File: config.mk
export PLATFORM = sky130hd
export DESIGN_NAME = tpo_top
export DESIGN_NICKNAME = d
export VERILOG_FILES = /design/src/logic/tpo_pkg.sv /design/src/logic/tpo_group.sv /design/src/logic/tpo_top.sv
export SDC_FILE = /design/constraint.sdc
export NUM_CORES = 1
export LEC_CHECK = 0
export ABC_AREA = 1
export BUFFER_PORTS_ARGS = -buffer_cell sky130_fd_sc_hd__buf_2
export CORE_MARGIN = 8
export CORE_UTILIZATION = 50
export CTS_CLUSTER_DIAMETER = 200
export CTS_CLUSTER_SIZE = 12
export DETAILED_ROUTE_END_ITERATION = 8
export GPL_ROUTABILITY_DRIVEN = 0
export HOLD_SLACK_MARGIN = 0.05
export PLACE_DENSITY = 0.8
export SKIP_LAST_GASP = 1
export SLEW_MARGIN = 20
export SYNTH_ARGS = -nofsm -noshare
export SYNTH_HDL_FRONTEND = slang
export SYNTH_SLANG_ARGS = --single-unit
File: constraint.sdc
create_clock -name aclk -period 2.85 [get_ports aclk]
set_input_delay 0.285 -clock aclk [delete_from_list [all_inputs] [get_ports aclk]]
set_output_delay 0.285 -clock aclk [all_outputs]
set_load 0.005 [all_outputs]
File: src/logic/tpo_pkg.sv
// Package: register map, field layout and reset values of the pattern unit
package tpo_pkg;

  // ****************************************
  // Register byte addresses
  // ****************************************
  localparam logic [11:0] TPO_OFS_UPPER_EN = 12'h000;
  localparam logic [11:0] TPO_OFS_TRIG_SEL = 12'h004;
  localparam logic [11:0] TPO_OFS_MODE = 12'h008;
  localparam logic [11:0] TPO_OFS_NEXT_DATA = 12'h00C;
  localparam logic [11:0] TPO_OFS_PORT_DATA = 12'h010;

  // ****************************************
  // Reset values and fixed fields
  // ****************************************
  localparam logic [7:0] TPO_RST_UPPER_EN = 8'h00;
  localparam logic [7:0] TPO_RST_TRIG_SEL = 8'hFF;
  localparam logic [7:0] TPO_RST_MODE = 8'hF0;
  localparam logic [7:0] TPO_RST_NEXT_DATA = 8'h00;
  localparam logic [7:0] TPO_RST_PORT_DATA = 8'h00;
  localparam logic [3:0] TPO_MODE_FIXED_ONES = 4'hF;
  localparam int TPO_MODE_FIXED_LSB = 4;
  localparam int TPO_SEL_W = 2;
  localparam int TPO_GRP_W = 4;

  // ****************************************
  // AXI4-Lite responses
  // ****************************************
  localparam logic [1:0] TPO_RESP_OKAY = 2'h0;
  localparam logic [1:0] TPO_RESP_SLVERR = 2'h2;

  // Compare match events from the timer channels
  typedef struct packed {
    logic [3:0] match_a;
    logic [3:0] match_b;
  } tpo_timer_evt_t;

  // Bus slave states
  typedef enum logic [2:0] {
    TPO_B_IDLE = 3'b001,
    TPO_B_RESP = 3'b010,
    TPO_B_HOLD = 3'b100
  } tpo_bus_state_t;

endpackage

File: src/logic/tpo_group.sv
// One 4-bit output group: trigger select, mode and data transfer
`timescale 1ns/1ns
module tpo_group #(
  parameter int GRP_W = 4
) (
  // Clock and reset
  input wire logic aclk,
  input wire logic aresetn,
  input wire logic clk_en,
  // Control
  input wire logic [1:0] chan_sel,
  input wire logic nonoverlap,
  input wire logic [GRP_W-1:0] bit_en,
  input wire logic [GRP_W-1:0] next_data,
  // Timer events
  input wire tpo_pkg::tpo_timer_evt_t evt,
  // Port data
  input wire logic sw_wr,
  input wire logic [GRP_W-1:0] sw_data,
  output logic [GRP_W-1:0] port_q
);
  import tpo_pkg::*;

  logic hit_a_r;
  logic hit_b_r;
  logic [GRP_W-1:0] port_r;
  logic [GRP_W-1:0] port_nxt;
  wire logic sel_a = evt.match_a[chan_sel];
  wire logic sel_b = evt.match_b[chan_sel];
  wire logic [GRP_W-1:0] take_a = hit_a_r ? bit_en : '0;
  // Match B only drives zeros, and only in non-overlap mode
  wire logic [GRP_W-1:0] take_b =
    (hit_b_r && nonoverlap) ? (bit_en & ~next_data) : '0;
  wire logic [GRP_W-1:0] take = take_a | take_b;

  assign port_nxt = sw_wr ? sw_data :
    ((port_r & ~take) | (next_data & take));
  assign port_q = port_r;

  // Pulse seen now, transfer one cycle later
  always_ff @(posedge aclk) begin
    if (!aresetn) begin
      hit_a_r <= 1'b0;
      hit_b_r <= 1'b0;
      port_r <= '0;
    end else if (clk_en) begin
      hit_a_r <= sel_a;
      hit_b_r <= sel_b;
      port_r <= port_nxt;
    end
  end
endmodule

File: src/logic/tpo_top.sv
// Timed pattern output control with AXI4-Lite register slave
`timescale 1ns/1ns

module tpo_top #(
  parameter int DATA_W = 8
) (
  // Clock and reset
  input wire logic aclk,
  input wire logic aresetn,
  input wire logic clk_en,
  // AXI4-Lite write address
  input wire logic [11:0] s_axi_awaddr,
  input wire logic s_axi_awvalid,
  output logic s_axi_awready,
  // AXI4-Lite write data
  input wire logic [31:0] s_axi_wdata,
  input wire logic [3:0] s_axi_wstrb,
  input wire logic s_axi_wvalid,
  output logic s_axi_wready,
  // AXI4-Lite write response
  output logic [1:0] s_axi_bresp,
  output logic s_axi_bvalid,
  input wire logic s_axi_bready,
  // AXI4-Lite read address
  input wire logic [11:0] s_axi_araddr,
  input wire logic s_axi_arvalid,
  output logic s_axi_arready,
  // AXI4-Lite read data
  output logic [31:0] s_axi_rdata,
  output logic [1:0] s_axi_rresp,
  output logic s_axi_rvalid,
  input wire logic s_axi_rready,
  // Timer compare match pulses
  input wire tpo_pkg::tpo_timer_evt_t timer_evt,
  // Lower next data and enables from outside this block
  input wire logic [7:0] lower_next_data,
  input wire logic [7:0] lower_bit_enables,
  // Port output data, all four groups
  output logic [15:0] port_output_data
);
  import tpo_pkg::*;

  // ****************************************
  // Parameter check
  // ****************************************
  // Registers are byte wide; any other width has no field layout
  if (DATA_W != 8) begin : g_bad_data_w
    $error("tpo_top supports only DATA_W of 8");
  end

  // ****************************************
  // Registers
  // ****************************************
  logic [7:0] upper_group_output_enable_r;
  logic [7:0] group_trigger_select_r;
  logic [3:0] group_overlap_mode_r;
  logic [7:0] upper_next_data_r;

  // ****************************************
  // Write channel
  // ****************************************
  logic aw_got_r;
  logic w_got_r;
  logic [11:0] awaddr_r;
  logic [7:0] wdata_r;
  logic wlane_r;
  logic bvalid_r;
  logic [1:0] bresp_r;

  // Write address and data may arrive in either order
  wire logic aw_take = s_axi_awvalid && !aw_got_r && !bvalid_r;
  wire logic w_take = s_axi_wvalid && !w_got_r && !bvalid_r;
  wire logic wr_fire = aw_got_r && w_got_r && !bvalid_r;
  wire logic wr_upper_en = wr_fire && wlane_r &&
    (awaddr_r == TPO_OFS_UPPER_EN);
  wire logic wr_trig = wr_fire && wlane_r && (awaddr_r == TPO_OFS_TRIG_SEL);
  wire logic wr_mode = wr_fire && wlane_r && (awaddr_r == TPO_OFS_MODE);
  wire logic wr_next = wr_fire && wlane_r &&
    (awaddr_r == TPO_OFS_NEXT_DATA);
  wire logic wr_port = wr_fire && wlane_r &&
    (awaddr_r == TPO_OFS_PORT_DATA);
  wire logic wr_hit;
  assign wr_hit = (awaddr_r == TPO_OFS_UPPER_EN) ||
    (awaddr_r == TPO_OFS_TRIG_SEL) || (awaddr_r == TPO_OFS_MODE) ||
    (awaddr_r == TPO_OFS_NEXT_DATA) || (awaddr_r == TPO_OFS_PORT_DATA);

  assign s_axi_awready = !aw_got_r && !bvalid_r;
  assign s_axi_wready = !w_got_r && !bvalid_r;
  assign s_axi_bvalid = bvalid_r;
  assign s_axi_bresp = bresp_r;

  always_ff @(posedge aclk) begin
    if (!aresetn) begin
      aw_got_r <= 1'b0;
      w_got_r <= 1'b0;
      awaddr_r <= '0;
      wdata_r <= '0;
      wlane_r <= 1'b0;
      bvalid_r <= 1'b0;
      bresp_r <= TPO_RESP_OKAY;
    end else if (clk_en) begin
      if (aw_take) begin
        aw_got_r <= 1'b1;
        awaddr_r <= {s_axi_awaddr[11:2], 2'b00};
      end
      if (w_take) begin
        w_got_r <= 1'b1;
        wdata_r <= s_axi_wdata[7:0];
        wlane_r <= s_axi_wstrb[0];
      end
      if (wr_fire) begin
        aw_got_r <= 1'b0;
        w_got_r <= 1'b0;
        bvalid_r <= 1'b1;
        bresp_r <= wr_hit ? TPO_RESP_OKAY : TPO_RESP_SLVERR;
      end else if (bvalid_r && s_axi_bready) begin
        bvalid_r <= 1'b0;
      end
    end
  end

  // ****************************************
  // Control registers
  // ****************************************
  // No standby input: contents only change on reset or writes
  always_ff @(posedge aclk) begin
    if (!aresetn) begin
      upper_group_output_enable_r <= TPO_RST_UPPER_EN;
      group_trigger_select_r <= TPO_RST_TRIG_SEL;
      group_overlap_mode_r <= TPO_RST_MODE[3:0];
      upper_next_data_r <= TPO_RST_NEXT_DATA;
    end else if (clk_en) begin
      if (wr_upper_en) begin
        upper_group_output_enable_r <= wdata_r;
      end
      if (wr_trig) begin
        group_trigger_select_r <= wdata_r;
      end
      if (wr_mode) begin
        group_overlap_mode_r <= wdata_r[3:0];
      end
      if (wr_next) begin
        upper_next_data_r <= wdata_r;
      end
    end
  end

  // ****************************************
  // Read channel
  // ****************************************
  logic rvalid_r;
  logic [31:0] rdata_r;
  logic [1:0] rresp_r;
  wire logic ar_take = s_axi_arvalid && !rvalid_r;
  wire logic [11:0] rd_addr = {s_axi_araddr[11:2], 2'b00};
  wire logic [7:0] mode_rd = {TPO_MODE_FIXED_ONES, group_overlap_mode_r};
  logic [7:0] rd_byte;
  logic rd_hit;

  // Address decode for reads
  always_comb begin
    rd_byte = 8'h00;
    rd_hit = 1'b1;
    if (rd_addr == TPO_OFS_UPPER_EN) begin
      rd_byte = upper_group_output_enable_r;
    end else if (rd_addr == TPO_OFS_TRIG_SEL) begin
      rd_byte = group_trigger_select_r;
    end else if (rd_addr == TPO_OFS_MODE) begin
      rd_byte = mode_rd;
    end else if (rd_addr == TPO_OFS_NEXT_DATA) begin
      rd_byte = upper_next_data_r;
    end else if (rd_addr == TPO_OFS_PORT_DATA) begin
      rd_byte = port_output_data[15:8];
    end else begin
      rd_hit = 1'b0;
    end
  end

  assign s_axi_arready = !rvalid_r;
  assign s_axi_rvalid = rvalid_r;
  assign s_axi_rdata = rdata_r;
  assign s_axi_rresp = rresp_r;

  always_ff @(posedge aclk) begin
    if (!aresetn) begin
      rvalid_r <= 1'b0;
      rdata_r <= '0;
      rresp_r <= TPO_RESP_OKAY;
    end else if (clk_en) begin
      if (ar_take) begin
        rvalid_r <= 1'b1;
        rdata_r <= {24'h000000, rd_byte};
        rresp_r <= rd_hit ? TPO_RESP_OKAY : TPO_RESP_SLVERR;
      end else if (rvalid_r && s_axi_rready) begin
        rvalid_r <= 1'b0;
      end
    end
  end

  // ****************************************
  // Output groups
  // ****************************************
  // Groups 3 and 2 use the upper registers, 1 and 0 the lower inputs
  wire logic [15:0] all_en = {upper_group_output_enable_r,
    lower_bit_enables};
  wire logic [15:0] all_next = {upper_next_data_r, lower_next_data};

  for (genvar g = 0; g < 4; g++) begin : g_grp
    tpo_group #(
      .GRP_W(TPO_GRP_W)
    ) u_grp (
      .aclk(aclk),
      .aresetn(aresetn),
      .clk_en(clk_en),
      .chan_sel(group_trigger_select_r[g*TPO_SEL_W +: TPO_SEL_W]),
      .nonoverlap(group_overlap_mode_r[g]),
      .bit_en(all_en[g*TPO_GRP_W +: TPO_GRP_W]),
      .next_data(all_next[g*TPO_GRP_W +: TPO_GRP_W]),
      .evt(timer_evt),
      .sw_wr(wr_port && (g >= 2)),
      .sw_data(g == 3 ? wdata_r[7:4] : wdata_r[3:0]),
      .port_q(port_output_data[g*TPO_GRP_W +: TPO_GRP_W])
    );
  end

endmodule

==> impl_metrics.env <==
export IMPL_cts_sinks=85
export IMPL_synth_top_area_cell="dfxtp_1"
export IMPL_synthDominantCellAreaShare=0.398
export IMPL_gr_usage_all_layers=0.188
export IMPL_synth_top_family_by_area="simple AND/OR/NAND/NOR gates"
export IMPL_cts_setup_buffers=0
export IMPL_finalCritPeriodShare=0.724
export IMPL_synthCells=599
export IMPL_finalSetupTns_ns=0
export IMPL_max_freq_ghz=0.484
export IMPL_fin_crit_ns=2.06
export IMPL_hold_viol=0
export IMPL_relSlewSlack=0.570
export IMPL_peakVddDrop_mv=0.296
export IMPL_worstRegToRegCells=7
export IMPL_synth_common_cells="dfxtp_1, nand2_1, o21ai_0, nand3_1, nor2_1"
export IMPL_critPathLaunchType="flip-flop"
export IMPL_synthMuxAreaShare=0
export IMPL_holdPathStages=3
export IMPL_yosysMostFrequentCell="dfxtp_1"
export IMPL_die_h_um=108
export IMPL_synth_simple_area_share=0.256
export IMPL_ioPinCount=149
export IMPL_dpl_hpwl_mm=8.50
export IMPL_drt_initial_drc_count=259
export IMPL_die_w_um=108
export IMPL_rows=33
export IMPL_via_count=4247
export IMPL_hold_class="input port to flip-flop"
export IMPL_path_clk_slew_ns=0.09
export IMPL_netlist_top_cells_area="dfxtp_1, o21ai_0, nand3_1, nand2_1, a21oi_1"
export IMPL_yosysSeqAreaShare=0.398
export IMPL_maxCapViolCount=0
export IMPL_start_util=0.518
export IMPL_setup_slack_ns=0.785
export IMPL_io_buffers=91
export IMPL_diodes=0
export IMPL_syn_to_final_growth_pct=12.4
export IMPL_cts_path_max_buffers=2
export IMPL_worst_slew_pin_slew_ns=0.643
export IMPL_first_pass_iters=5
export IMPL_synth_compound_area_frac=0.221
export IMPL_ant_nets=0
export IMPL_cp_max_fo=16
export IMPL_end_kind="flip-flop"
export IMPL_grt_max_degree=46
export IMPL_cts_tree="yes"
export IMPL_core_area_um2=8260
export IMPL_status="finished, final reports clean"
export IMPL_synthArstFlopShare=0
export IMPL_hold_buffers=0
export IMPL_htreeDepth=3
export IMPL_post_place_ws_ns=0.801
export IMPL_netlist_area_um2=4280
export IMPL_grt_pass1_vias=4010
export IMPL_drive_above_1_share=0.184
export IMPL_utilization=0.582
export IMPL_nets=767
export IMPL_synth_edff_count=0
export IMPL_rsz0062_at_grt="no"
export IMPL_drt_total_wl_mm=11.1
export IMPL_wl_per_cell_um=14.2
export IMPL_yosys_area_share_xor_xnor=0
export IMPL_setup_viol=0
export IMPL_slew_violations=0
export IMPL_fin_worst_skew_ns=0.00975
export IMPL_cts_inserted_buffers=9
export IMPL_antenna_found_initial=0
export IMPL_clk_latency_ns=0.36
export IMPL_die_area_um2=11800
export IMPL_synth_cell_types=33
export IMPL_clockRootBuffer="clkbuf_8"
export IMPL_cts_resized=0
export IMPL_grt_overflow_total=0
export IMPL_r2r_slack_ns=0.79
export IMPL_viasPerCell=5.41
export IMPL_synth_main_ff_cell="dfxtp_1"
export IMPL_syn_area_per_cell_um2=7.14
export IMPL_cp_data_arrival_time_ns=2.28
export IMPL_crit_type="flip-flop to flip-flop"
export IMPL_synthAdderAreaFrac=0
export IMPL_power_density_nw_per_um2=474
export IMPL_crit_required_ns=3.07
export IMPL_ys_warn_count=0
export IMPL_ys_seq_elements=85
export IMPL_p_leak_uw=0.00216
export IMPL_drc=0
export IMPL_grt_pass1_wl_mm=18.2
metal layers:
metal / GRT usage / vias up / part of all wire
met4: 0.0499 / 0 / 0.013
met5: 0 / - / 0
met2: 0.307 / 177 / 0.45
met3: 0.0529 / 17 / 0.097
li1: - / 2124 / -
met1: 0.238 / 1929 / 0.44
cell type report:
type	instances	area, µm²
Clock inverter	5	36.3
Fill cell	785	3450
Tap cell	105	131
Sequential cell	85	1700
Clock buffer	11	141
Multi-Input combinational cell	435	2140
Timing Repair Buffer	93	470
Inverter	51	191
stage by stage:
step	total power, µW	hold WS, ns	cell area [µm²]	std cells
global placement	1520	0.429	4630	769
detailed placement	1530	0.436	4630	769
floorplan	1460	0.440	4370	624
finish	2280	0.177	4810	785
CTS	2290	0.172	4810	785
global route	2380	0.180	4810	785
cells by family after synthesis:
logic type             after synthesis
AND/OR/NAND/NOR                    241
AO/OA/AOI/OAI                      168
buffers and inverters              104
flip-flops                          85
other                                1
where the power goes:
part           internal, µW  switching (µW)  total [µW]
Combinational          92.4             163         255
Clock                   340             430         771
Sequential             1230            27.5        1250
Total                  1660             620        2280
final timing paths:
kind / from / to
max reg2reg: w_got_r / group_trigger_select_r[3]
min reg2reg: flip-flop / flip-flop
min: s_axi_awaddr[8] / awaddr_r[8]
max: w_got_r / group_trigger_select_r[3]
cell usage in the layout (no fill, tap or decap):
cell type and n:
o41ai_1 1, clkinvlp_4 3, clkbuf_8 10, nand4_1 2, nand2_2 1, nor2_2 6, dfxtp_1 85, o21a_1 1
conb_1 26, nand2_4 1, nor2_1 72, a211oi_1 12, clkinv_4 1, buf_4 2, o21ai_0 74, inv_1 50
clkinv_2 1, o221ai_1 1, clkinv_1 1, nor2_4 1, nor3_2 2, nand3_2 1, o211ai_1 22, clkbuf_1 1
nor3_1 1, nor4_4 1, o21ai_2 2, nand3b_2 1, buf_2 91, a21oi_1 55, and3_1 1, nor3b_4 1
nand2_1 78, nand3_1 72
worst max-delay path, stage by stage, from the launching register on:
cell and delay, ns:
dfxtp_1 0.34, inv_1 0.10, nor2_2 0.10, nand3_2 0.12, nor2_2 0.42, nand3_1 0.54
nand2_1 0.20, o211ai_1 0.10
Power figures use the tool's default switching activity.
